`src/common/raac_pkg.sv`:
```
// Package with register map, field positions, timing counts and states of the auto-ack receive control.
package raac_pkg;
	// ==================================================================
	// Register map
	localparam logic [5:0] EXT_CTRL_ONE_ADDR = 6'h17;
	localparam logic [5:0] EXT_CTRL_ZERO_ADDR = 6'h2c;
	localparam logic [7:0] EXT_CTRL_ONE_RST = 8'h00;
	localparam logic [7:0] EXT_CTRL_ZERO_RST = 8'h00;

	// ==================================================================
	// Field positions
	localparam int SHORT_ACK_DELAY_BIT = 2;
	localparam int RESERVED_TYPE_UPLOAD_BIT = 4;
	localparam int RESERVED_TYPE_FILTER_BIT = 5;
	localparam int SLOTTED_OPERATION_BIT = 0;

	// ==================================================================
	// Acknowledgement delays in symbol periods
	localparam logic [3:0] ACK_DELAY_STD_SYM = 4'hc;
	localparam logic [3:0] ACK_DELAY_SHORT_A_SYM = 4'h2;
	localparam logic [3:0] ACK_DELAY_SHORT_B_SYM = 4'h3;
	localparam logic [3:0] SLOT_ENABLE_STD_SYM = 4'h6;
	localparam logic [3:0] SLOT_ENABLE_SHORT_SYM = 4'h3;

	// ==================================================================
	// Transaction status codes
	localparam logic [2:0] TRAC_SUCCESS = 3'h0;
	localparam logic [2:0] TRAC_WAIT_FOR_ACK = 3'h2;
	localparam logic [2:0] TRAC_INVALID = 3'h7;

	// ==================================================================
	// Receive states, one-hot
	typedef enum logic [5:0] {
		ST_LISTEN = 6'h01,
		ST_LISTEN_NOCLK = 6'h02,
		ST_BUSY = 6'h04,
		ST_BUSY_NOCLK = 6'h08,
		ST_ACK_WAIT = 6'h10,
		ST_ACK_TX = 6'h20
	} raac_state_e;
endpackage : raac_pkg

```
`src/core/raac_ctrl.sv`:
```
// Auto-acknowledge receive control: reserved frame types, ack timing, no-clock listening, slotted ack.
`timescale 1ns/1ps
`default_nettype none
module raac_ctrl
	import raac_pkg::*;
(
	input wire logic mclk,
	input wire logic reset_n,
	input wire logic [5:0] reg_addr,
	input wire logic [7:0] reg_wdata,
	input wire logic reg_we,
	input wire logic reg_re,
	output logic [7:0] reg_rdata,
	input wire logic sleep_trigger_pin,
	input wire logic symbol_tick,
	input wire logic phy_group_b,
	input wire logic sfd_detect,
	input wire logic frame_done,
	input wire logic frame_reserved_type,
	input wire logic frame_addr_match,
	input wire logic frame_fcs_valid,
	input wire logic frame_ack_request,
	input wire logic ack_tx_done,
	output logic frame_end_irq,
	output logic address_match_irq,
	output logic ack_tx_start,
	output logic clock_output_pin_en,
	output logic [2:0] transaction_status,
	output logic [5:0] trx_state
);

	// ==================================================================
	// Register file
	logic [7:0] extended_ctrl_one_r;
	logic [7:0] extended_ctrl_zero_r;
	logic [7:0] reg_rdata_r;
	logic reserved_type_upload;
	logic reserved_type_filter;
	logic short_ack_delay;
	logic slotted_mode;

	// Software writes land at the two documented offsets; other offsets are not held here.
	always_ff @(posedge mclk) begin
		if (!reset_n) begin
			extended_ctrl_one_r <= EXT_CTRL_ONE_RST;
			extended_ctrl_zero_r <= EXT_CTRL_ZERO_RST;
		end else if (reg_we) begin
			if (reg_addr == EXT_CTRL_ONE_ADDR) begin
				extended_ctrl_one_r <= reg_wdata;
			end
			if (reg_addr == EXT_CTRL_ZERO_ADDR) begin
				extended_ctrl_zero_r <= reg_wdata;
			end
		end
	end

	// Reads answer one cycle later; unmapped offsets read as zero.
	always_ff @(posedge mclk) begin
		if (!reset_n) begin
			reg_rdata_r <= 8'h00;
		end else if (reg_re) begin
			case (reg_addr)
				EXT_CTRL_ONE_ADDR: reg_rdata_r <= extended_ctrl_one_r;
				EXT_CTRL_ZERO_ADDR: reg_rdata_r <= extended_ctrl_zero_r;
				default: reg_rdata_r <= 8'h00;
			endcase
		end
	end

	// Read data and control fields come straight from the register flops.
	assign reg_rdata = reg_rdata_r;
	assign reserved_type_upload = extended_ctrl_one_r[RESERVED_TYPE_UPLOAD_BIT];
	assign reserved_type_filter = extended_ctrl_one_r[RESERVED_TYPE_FILTER_BIT];
	assign short_ack_delay = extended_ctrl_one_r[SHORT_ACK_DELAY_BIT];
	assign slotted_mode = extended_ctrl_zero_r[SLOTTED_OPERATION_BIT];

	// ==================================================================
	// Trigger pin synchroniser and edge detection
	logic trig_meta_r;
	logic trig_sync_r;
	logic trig_prev_r;
	logic trig_rise;
	logic trig_fall;

	// The pin is asynchronous to mclk, so only the second stage feeds the edge detector.
	// A third flop keeps the previous level for edge detection.
	always_ff @(posedge mclk) begin
		if (!reset_n) begin
			trig_meta_r <= 1'b0;
			trig_sync_r <= 1'b0;
			trig_prev_r <= 1'b0;
		end else begin
			trig_meta_r <= sleep_trigger_pin;
			trig_sync_r <= trig_meta_r;
			trig_prev_r <= trig_sync_r;
		end
	end

	// The previous stage resets low like the idle pin, so no false edge follows reset.
	assign trig_rise = trig_sync_r && !trig_prev_r;
	assign trig_fall = !trig_sync_r && trig_prev_r;

	// ==================================================================
	// Frame verdict at frame end
	logic frame_accept;
	logic frame_ami;
	logic frame_ack;
	logic reserved_bypass;

	// A bypassed reserved frame skips the address filter and is never acknowledged.
	assign reserved_bypass = frame_reserved_type && reserved_type_upload
		&& !reserved_type_filter;

	// Verdict for the frame that ends this cycle; it is only read while frame_done is high.
	always_comb begin
		if (frame_reserved_type && !reserved_type_upload) begin
			frame_accept = 1'b0;
			frame_ami = 1'b0;
		end else if (reserved_bypass) begin
			frame_accept = frame_fcs_valid;
			frame_ami = 1'b0;
		end else begin
			frame_accept = frame_addr_match && frame_fcs_valid;
			frame_ami = frame_addr_match;
		end
		frame_ack = frame_accept && frame_ack_request && !reserved_bypass;
	end

	// ==================================================================
	// Acknowledgement delay selection
	logic [3:0] ack_delay_sym;

	// Applies regardless of upload, filter or promiscuous settings.
	// In slotted mode the value is the earliest trigger point, not a start delay.
	always_comb begin
		if (slotted_mode) begin
			ack_delay_sym = short_ack_delay ? SLOT_ENABLE_SHORT_SYM
				: SLOT_ENABLE_STD_SYM;
		end else if (!short_ack_delay) begin
			ack_delay_sym = ACK_DELAY_STD_SYM;
		end else begin
			ack_delay_sym = phy_group_b ? ACK_DELAY_SHORT_B_SYM
				: ACK_DELAY_SHORT_A_SYM;
		end
	end

	// ==================================================================
	// State decode helpers
	// Both listening states take a start delimiter; both busy states judge a frame.
	function automatic logic is_listen_state(input raac_state_e st);
		is_listen_state = (st == ST_LISTEN) || (st == ST_LISTEN_NOCLK);
	endfunction : is_listen_state

	function automatic logic is_busy_state(input raac_state_e st);
		is_busy_state = (st == ST_BUSY) || (st == ST_BUSY_NOCLK);
	endfunction : is_busy_state

	// The clock output is stopped only in the two no-clock states.
	function automatic logic is_noclk_state(input raac_state_e st);
		is_noclk_state = (st == ST_LISTEN_NOCLK) || (st == ST_BUSY_NOCLK);
	endfunction : is_noclk_state

	// ==================================================================
	// Receive state machine
	raac_state_e state_r;
	raac_state_e state_nxt;
	logic [3:0] sym_cnt_r;
	logic delay_done;

	// The slotted window only opens once the count reaches the enable delay.
	assign delay_done = (sym_cnt_r >= ack_delay_sym);

	// Next state. A start delimiter wins over a same-cycle trigger edge, so no frame is lost.
	always_comb begin
		state_nxt = state_r;
		case (state_r)
			ST_LISTEN: begin
				if (sfd_detect) begin
					state_nxt = ST_BUSY;
				end else if (trig_rise && !slotted_mode) begin
					state_nxt = ST_LISTEN_NOCLK;
				end
			end
			ST_LISTEN_NOCLK: begin
				// Setting slotted operation here forces a return: no-clock is not offered then.
				if (sfd_detect) begin
					state_nxt = ST_BUSY_NOCLK;
				end else if (trig_fall || slotted_mode) begin
					state_nxt = ST_LISTEN;
				end
			end
			ST_BUSY: begin
				if (frame_done) begin
					state_nxt = frame_ack ? ST_ACK_WAIT : ST_LISTEN;
				end
			end
			ST_BUSY_NOCLK: begin
				if (frame_done) begin
					if (frame_ack) begin
						state_nxt = ST_ACK_WAIT;
					end else if (frame_accept) begin
						state_nxt = ST_LISTEN;
					end else if (trig_fall || slotted_mode) begin
						state_nxt = ST_LISTEN;
					end else begin
						state_nxt = ST_LISTEN_NOCLK;
					end
				end else if (trig_fall || slotted_mode) begin
					state_nxt = ST_BUSY;
				end
			end
			ST_ACK_WAIT: begin
				// An early trigger edge is not latched, so the host must respect the window.
				if (slotted_mode) begin
					if (delay_done && trig_rise) begin
						state_nxt = ST_ACK_TX;
					end
				end else if (delay_done) begin
					state_nxt = ST_ACK_TX;
				end
			end
			ST_ACK_TX: begin
				// No timeout here: the transmitter must always report ack_tx_done.
				if (ack_tx_done) begin
					state_nxt = ST_LISTEN;
				end
			end
			default: state_nxt = ST_LISTEN;
		endcase
	end

	// State register; reset lands in normal listening with the clock output running.
	always_ff @(posedge mclk) begin
		if (!reset_n) begin
			state_r <= ST_LISTEN;
		end else begin
			state_r <= state_nxt;
		end
	end

	// Symbol counter runs only while an acknowledgement is pending, saturating at its top.
	// Four bits cover the longest count needed, twelve symbols.
	always_ff @(posedge mclk) begin
		if (!reset_n) begin
			sym_cnt_r <= 4'h0;
		end else if (state_r != ST_ACK_WAIT) begin
			sym_cnt_r <= 4'h0;
		end else if (symbol_tick && sym_cnt_r != 4'hf) begin
			sym_cnt_r <= sym_cnt_r + 4'h1;
		end
	end

	// ==================================================================
	// Event outputs, one-cycle pulses
	logic frame_end_irq_r;
	logic address_match_irq_r;
	logic ack_tx_start_r;
	logic frame_eval;

	// A frame is judged only when it ends in one of the two busy states.
	assign frame_eval = frame_done && is_busy_state(state_r);

	// Pulses are registered so every event output comes straight from a flip-flop.
	always_ff @(posedge mclk) begin
		if (!reset_n) begin
			frame_end_irq_r <= 1'b0;
			address_match_irq_r <= 1'b0;
			ack_tx_start_r <= 1'b0;
		end else begin
			frame_end_irq_r <= frame_eval && frame_accept;
			address_match_irq_r <= frame_eval && frame_ami;
			ack_tx_start_r <= (state_r == ST_ACK_WAIT) && (state_nxt == ST_ACK_TX);
		end
	end

	// ==================================================================
	// Clock output enable and status
	logic clk_out_en_r;
	logic [2:0] transaction_status_r;

	// The clock follows the next state so it is back before frame end is serviced.
	always_ff @(posedge mclk) begin
		if (!reset_n) begin
			clk_out_en_r <= 1'b1;
		end else begin
			clk_out_en_r <= !is_noclk_state(state_nxt);
		end
	end

	// Status starts invalid on each new frame and shows the wait code while ack is pending.
	// The wait code has priority, so a slotted wait keeps showing it until the trigger.
	always_ff @(posedge mclk) begin
		if (!reset_n) begin
			transaction_status_r <= TRAC_INVALID;
		end else if (state_nxt == ST_ACK_WAIT) begin
			transaction_status_r <= TRAC_WAIT_FOR_ACK;
		end else if (sfd_detect && is_listen_state(state_r)) begin
			transaction_status_r <= TRAC_INVALID;
		end else if (frame_eval && frame_accept) begin
			transaction_status_r <= TRAC_SUCCESS;
		end else if (state_r == ST_ACK_TX && ack_tx_done) begin
			transaction_status_r <= TRAC_SUCCESS;
		end
	end

	logic [5:0] trx_state_r;

	// State as seen outside; taken from the next state so it always equals state_r.
	always_ff @(posedge mclk) begin
		if (!reset_n) begin
			trx_state_r <= ST_LISTEN;
		end else begin
			trx_state_r <= state_nxt;
		end
	end

	// Every port is driven straight from its flip-flop.
	assign frame_end_irq = frame_end_irq_r;
	assign address_match_irq = address_match_irq_r;
	assign ack_tx_start = ack_tx_start_r;
	assign clock_output_pin_en = clk_out_en_r;
	assign transaction_status = transaction_status_r;
	assign trx_state = trx_state_r;
endmodule : raac_ctrl
`default_nettype wire

```
`config.mk`:
```
export PLATFORM = sky130hd
export DESIGN_NAME = raac_ctrl
export DESIGN_NICKNAME = d
export VERILOG_FILES = /design/src/common/raac_pkg.sv /design/src/core/raac_ctrl.sv
export SDC_FILE = /design/constraint.sdc
export NUM_CORES = 1
export LEC_CHECK = 0
export ABC_CLOCK_PERIOD_IN_PS = 4300
export BUFFER_PORTS_ARGS = -buffer_cell sky130_fd_sc_hd__buf_2
export CAP_MARGIN = 20
export CORE_MARGIN = 5
export CORE_UTILIZATION = 40
export CTS_CLUSTER_SIZE = 10
export DETAILED_ROUTE_END_ITERATION = 8
export GPL_ROUTABILITY_DRIVEN = 0
export MAX_ROUTING_LAYER = met4
export REMOVE_ABC_BUFFERS = 1
export SLEW_MARGIN = 20
export SYNTH_ARGS = -nofsm -noshare
export SYNTH_HDL_FRONTEND = slang
export SYNTH_SLANG_ARGS = --single-unit
```
`constraint.sdc`:
```
create_clock -name mclk -period 4.3 [get_ports mclk]
set_input_delay 0 -clock mclk [delete_from_list [all_inputs] [get_ports mclk]]
set_output_delay 0 -clock mclk [all_outputs]
set_load 0.01 [all_outputs]
```
==> impl_metrics.env, run 1 <==
export IMPL_post_drt_wl_per_cell_um=13.1
export IMPL_cts_tree="done"
export IMPL_drtAntennaViolNets=0
export IMPL_worstSetupPathType="reg -> reg"
export IMPL_synth_area_mm2=0.00199
export IMPL_clk_path_buf_depth=2
export IMPL_worstPathMaxFanout=8
export IMPL_clk_pin_slew_ns=0.08
export IMPL_fin_ws_ns=2.35
export IMPL_dp_cells=337
export IMPL_final_area_mm2=0.00249
export IMPL_drive_above_1_share=0.226
export IMPL_relSlewSlack=0.328
export IMPL_core_area_mm2=0.00479
export IMPL_swShare=0.254
export IMPL_pwr_share_comb=0.116
export IMPL_power_total_uw=754
export IMPL_powerDensity_mw_per_mm2=302
export IMPL_yosys_area_top_type_share=0.432
export IMPL_vias=1876
export IMPL_placed_area_mm2=0.00227
export IMPL_power_internal_uw=563
export IMPL_cts_num_sinks=43
export IMPL_min_path_type="in -> reg"
export IMPL_maxSlewViolCount=0
export IMPL_p_leak_uw=0.000978
export IMPL_ctsHtreeMaxLevel=2
export IMPL_cp_common_cell="a21o_1"
export IMPL_synth_cell_types=43
export IMPL_crit_required_ns=4.47
export IMPL_routed_wirelength_um=4720
export IMPL_synth_edf_count=0
export IMPL_grt_overflow=0
export IMPL_period_share=0.454
export IMPL_die_width_um=80.6
export IMPL_fill_cells=461
export IMPL_grt_setup_unrepaired="false"
export IMPL_setup_tns_ns=0
export IMPL_hold_violations=0
export IMPL_setup_viol=0
export IMPL_peakVddDrop_uv=137
export IMPL_synthFlopType="dfxtp_1"
export IMPL_clkPwrFrac=0.334
export IMPL_syn_area_per_cell_um2=8.52
export IMPL_cp_slowest_cell="or4_1"
export IMPL_ys_seq_area_frac=0.432
export IMPL_regArea_um2=861
export IMPL_initial_core_util=0.417
export IMPL_drcViolationCount=0
export IMPL_clock_latency_ns=0.29
export IMPL_worstSetupEndpointType="flop"
export IMPL_skew_ns=0.00546
export IMPL_dp_final_hpwl_um=3310
export IMPL_cts_made_buffers=5
export IMPL_die_y_um=80.6
export IMPL_worstPathArrival_ns=2.12
export IMPL_ys_ff_latch=43
export IMPL_outcome="complete, no violations"
export IMPL_critPathLaunchType="flop"
export IMPL_io_pins=49
export IMPL_reg2reg_from="extended_ctrl_zero_r[0]"
export IMPL_io_buffer_count=48
export IMPL_seq_power_share=0.551
export IMPL_critPathLaunch="extended_ctrl_zero_r[0]"
export IMPL_pre_cts_ws_ns=2.34
export IMPL_grt_pass1_wl_um=7860
export IMPL_ys_warn_count=0
export IMPL_fin_crit_ns=1.95
export IMPL_grt_max_degree=30
export IMPL_max_freq_mhz=513
export IMPL_synth_area_top_cells="dfxtp_1 43%, a21oi_1 5.8%, nand3_1 5.8%"
export IMPL_max_cap_viol_count=0
export IMPL_tightest_slew_ns=1.00
export IMPL_num_rows=25
export IMPL_async_reset_ff_frac=0
export IMPL_hp_start="ack_tx_done"
export IMPL_root_buffer="clkbuf_8"
export IMPL_synth_top_area_cell="dfxtp_1"
export IMPL_area_delta_synth_final_pct=25.0
export IMPL_grt_pass1_vias=1708
export IMPL_nets=324
export IMPL_die_area_mm2=0.00650
export IMPL_grt_usage=0.156
export IMPL_antennaDiodeCount=0
export IMPL_vias_per_cell=5.23
export IMPL_crit_chain="o21a_1, ha_1, nand2b_1, a21o_1, a21o_1, a31oi_1, or4_1"
export IMPL_multiInputGateArea_mm2=0.00106
export IMPL_synthCells=234
export IMPL_antenna_found_initial=0
export IMPL_first_pass_iters=4
export IMPL_max_stage_delay_ns=0.51
export IMPL_drt_iter0_markers=155
export IMPL_switchingPower_uw=191
export IMPL_instances_no_fill=359
[Yosys cell counts (all sizes together), types with 4 or more instances]
cell / n
dfxtp: 43
nand2: 26
a21oi: 23
nand3: 23
nor2: 18
clkbuf: 10
a211oi: 9
a22oi: 9
and2: 5
ha: 5
inv: 5
nor3: 5
o21ai: 5
nand4b: 4
nor2b: 4
[worst max-delay path, delay by kind of cell (launching register included)]
kind / cells / cell delay (ns)
AOI/OAI and AO/OA: 4 / 0.59
adders and majority gates: 1 / 0.25
DFF: 1 / 0.38
and+or+nand+nor: 2 / 0.60
[layout make-up]
| class | instances | area share |
|---|---|---|
| clock buffer | 6 | 0.0291 |
| sequential | 43 | 0.345 |
| multi-input combinational | 173 | 0.424 |
| clock inverter | 2 | 0.00502 |
| inverter | 5 | 0.00753 |
| timing repair buffer | 63 | 0.156 |
| tap | 67 | 0.0336 |
[through the flow]
step            util  hold slack [ns]
5_1_grt        0.521           0.0409
3_5_place_dp   0.474            0.218
3_3_place_gp   0.474            0.214
6_report       0.521           0.0164
4_1_cts        0.521           0.0155
2_1_floorplan      -           0.0762
[registers in the layout, summed over array words and instances (netlist names)]
name / count
sym_cnt_r: 4
extended_ctrl_one_r: 8
trx_state: 6
trig_sync_r: 1
frame_end_irq: 1
trig_meta_r: 1
address_match_irq: 1
transaction_status: 2
ack_tx_start: 1
reg_rdata: 8
trig_prev_r: 1
clock_output_pin_en: 1
extended_ctrl_zero_r: 8
[what timing repair did]
item	4_1_cts	5_1_grt
gates resized for setup	0	0
endpoints found under the hold margin	21	0
hold buffers	14	0
setup buffers	0	0
[layout by cell type (no fill, tap or decap), types with 9 or more instances in the layout]
cell type,count
nand2_1,26
dlygate4sd3_1,14
nor2_1,18
a22oi_1,9
nand3_1,23
a21oi_1,23
dfxtp_1,43
a211oi_1,9
buf_2,48
[power by group through the flow]
| stage | registers, uW | clock network (uW) | logic, uW |
|---|---|---|---|
| after CTS | 415 | 260 | 87.5 |
| after global routing | 417 | 275 | 98.2 |
| final | 415 | 251 | 87.1 |
| after detailed placement | 425 | 0 | 78.0 |
| after floorplan | 427 | 0 | 39.1 |
| after global placement | 425 | 0 | 78.4 |
[path summary, 6_finish.rpt]
kind	slack, ns	end	depth (start not counted)
worst max register to register	2.35	transaction_status[1]	7
worst max-delay path	2.35	transaction_status[1]	7
worst min-delay path	0.02	trx_state[5]	3
worst min register to register	0.44	trig_sync_r	1
[per-layer routing]
metal | global-route usage | part of all wire
met5 | - | 0
met4 | 0.0507 | 0.011
met3 | 0.0280 | 0.041
met2 | 0.227 | 0.45
met1 | 0.218 | 0.50
[kinds of logic after synthesis]
family,Yosys count,synth area share
DFF,43,0.432
AOI/OAI and AO/OA,62,0.205
muxes,1,0.00502
xor gates and xnor gates,4,0.0176
buffers and inverters,18,0.0383
and+or+nand+nor,101,0.271
adders and majority gates,5,0.0314
Power figures use the tool's default switching activity.
==> run 2, diff against run 1 <==
ABC_AREA = 1   (was not set)
ABC_CLOCK_PERIOD_IN_PS = 1900   (was 4300)
clock period = 1.9 ns   (was 4.3 ns; I/O delays follow)
==> impl_metrics.env, run 2 <==
export IMPL_num_rows=26
export IMPL_synth_compound_area_frac=0.143
export IMPL_antenna_found_initial=0
export IMPL_synth_top_family_by_area="simple AND/OR/NAND/NOR gates"
export IMPL_synth_mux_area_frac=0.00524
export IMPL_grt_setup_unrepaired="false"
export IMPL_routed_wirelength_um=4920
export IMPL_crit_chain="nor2_1, nand3_1, nand2_1, nand2_1, nor2_1, dlygate4sd3_1"
export IMPL_maxSlewViolCount=0
export IMPL_cts_num_sinks=43
export IMPL_antennaDiodeCount=0
export IMPL_max_freq_mhz=607
export IMPL_period_share=0.867
export IMPL_core_area_mm2=0.00517
export IMPL_grt_pass1_vias=1944
export IMPL_synthFlopType="dfxtp_1"
export IMPL_yosys_area_top_type_share=0.400
export IMPL_outcome="complete, no violations"
export IMPL_vias=2039
export IMPL_crit_required_ns=2.15
export IMPL_min_path_type="in -> reg"
export IMPL_area_delta_synth_final_pct=26.7
export IMPL_async_reset_ff_frac=0
export IMPL_dp_final_hpwl_um=3650
export IMPL_powerDensity_mw_per_mm2=736
export IMPL_grt_max_degree=26
export IMPL_ys_seq_area_frac=0.400
export IMPL_ctsHtreeMaxLevel=2
export IMPL_io_buffer_count=48
export IMPL_cp_slowest_cell="dlygate4sd3_1"
export IMPL_peakVddDrop_uv=419
export IMPL_first_pass_iters=4
export IMPL_vias_per_cell=4.70
export IMPL_tightest_slew_ns=0.532
export IMPL_grt_pass1_wl_um=8470
export IMPL_hold_violations=0
export IMPL_skew_ns=0.00546
export IMPL_setup_viol=0
export IMPL_fill_cells=534
export IMPL_max_cap_viol_count=0
export IMPL_initial_core_util=0.416
export IMPL_drtAntennaViolNets=0
export IMPL_synth_area_top_cells="dfxtp_1 40%, nand3_1 11%, inv_1 9.8%"
export IMPL_io_pins=49
export IMPL_post_drt_wl_per_cell_um=11.3
export IMPL_setup_tns_ns=0
export IMPL_die_y_um=83.3
export IMPL_drt_iter0_markers=90
export IMPL_worstPathMaxFanout=4
export IMPL_final_core_util=0.526
export IMPL_synth_cell_types=25
export IMPL_fin_crit_ns=1.65
export IMPL_nets=396
export IMPL_die_width_um=83.3
export IMPL_worstSetupPathType="reg -> reg"
export IMPL_synthAdderAreaFrac=0.0291
export IMPL_die_area_mm2=0.00694
export IMPL_synth_edf_count=0
export IMPL_worstPathArrival_ns=1.89
export IMPL_root_buffer="clkbuf_8"
export IMPL_clk_path_buf_depth=2
export IMPL_synth_area_mm2=0.00215
export IMPL_synthCells=300
export IMPL_clock_latency_ns=0.30
export IMPL_synth_most_common_cell="inv_1"
export IMPL_drive_above_1_share=0.206
export IMPL_synth_top_cells_by_count="56 x inv_1, 46 x nand3_1, 44 x nand2_1, 43 x dfxtp_1, 29 x nor2_1"
export IMPL_worstSetupEndpointType="flop"
export IMPL_clk_pin_slew_ns=0.08
export IMPL_syn_area_per_cell_um2=7.17
export IMPL_synth_xor_area_frac=0.00815
export IMPL_cts_tree="done"
export IMPL_critPathLaunchType="flop"
export IMPL_cts_resized=0
export IMPL_ys_warn_count=0
export IMPL_ys_ff_latch=43
export IMPL_cts_made_buffers=5
export IMPL_max_stage_delay_ns=0.54
export IMPL_final_cell_mix="56 x inv_1, 48 x buf_2, 46 x nand3_1, 44 x nand2_1, 43 x dfxtp_1"
export IMPL_grt_usage=0.151
export IMPL_p_leak_uw=0.00135
export IMPL_relSlewSlack=0.644
export IMPL_drcViolationCount=0
export IMPL_grt_overflow=0
export IMPL_yosys_area_share_simple=0.290
export IMPL_synth_top_area_cell="dfxtp_1"
export IMPL_final_common_cell="inv_1"
-- run 2: changes by cell type in the layout (fill, tap and decap cells not counted), moves of 5 or more --
cell	delta
nand3_1	+23
buf_4	+5
nand2_1	+18
a22oi_1	-9
o21ai_0	+11
o211ai_1	+8
inv_1	+51
a211oi_1	-9
nor2_1	+11
-- run 2: cells by family (layout without fill, tap and decap cells) --
kind of cell,count (synthesis),after routing
AND/OR/NAND/NOR,131,131
XOR/XNOR,2,2
AO/OA/AOI/OAI,52,52
flip-flops,43,43
adder cells (fa/ha/maj),5,5
multiplexers,1,1
buffers and inverters,66,130
-- run 2: final timing paths --
path,start,endpoint,slack [ns],cells after the start
setup / recovery,trx_state[4],address_match_irq,0.25,6
hold / removal,sfd_detect,transaction_status[1],0.04,3
setup reg to reg,trx_state[4],address_match_irq,0.25,6
hold reg to reg,trig_meta_r,trig_sync_r,0.43,2
-- run 2: metrics by stage --
step | power, uW | cells | setup WS [ns] | hold WS (ns) | cell area [um^2]
5_1_grt | 2090 | 434 | 0.0632 | 0.0690 | 2720
2_1_floorplan | 1050 | 290 | 0.476 | 0.0687 | 2090
3_3_place_gp | 1150 | 414 | 0.376 | 0.215 | 2470
3_5_place_dp | 1150 | 414 | 0.342 | 0.211 | 2470
6_report | 2000 | 434 | 0.254 | 0.0415 | 2720
4_1_cts | 2020 | 434 | 0.251 | 0.0321 | 2720
-- run 2: layout make-up --
class,count,area (um^2),area share
multi-input cells,191,1020,0.375
flip-flops and latches,43,861,0.316
clock inverters,3,67.6,0.0248
well taps,70,87.6,0.0322
inverters,56,210,0.0772
clock buffers,5,68.8,0.0253
repair buffers,66,405,0.149
-- run 2: worst max-delay path, delay by kind of cell, from the launching register on --
family	cells	cell delay, ns
buffers and inverters	1	0.54
flip-flops	1	0.34
AND/OR/NAND/NOR	5	0.73
-- run 2: what timing repair did --
item | in CTS | in global routing
setup endpoints to repair | 0 | 0
hold endpoints to repair | 12 | 0
buffers inserted | 0 | 0
hold buffers | 12 | 0
-- run 2: power breakdown --
group / internal, uW / leakage (uW) / switching [uW]
registers: 920 / 0.000349 / 11.5
logic: 91.5 / 0.000934 / 123
clock network: 524 / 0.0000644 / 334
total: 1540 / 0.00135 / 468
-- run 2: layer usage --
metal,wire length [um],vias up,GRT usage
li1,-,1093,-
met1,2220,883,0.180
met2,2350,59,0.246
met3,308,4,0.0396
met4,48,0,0.0520
met5,0,-,-
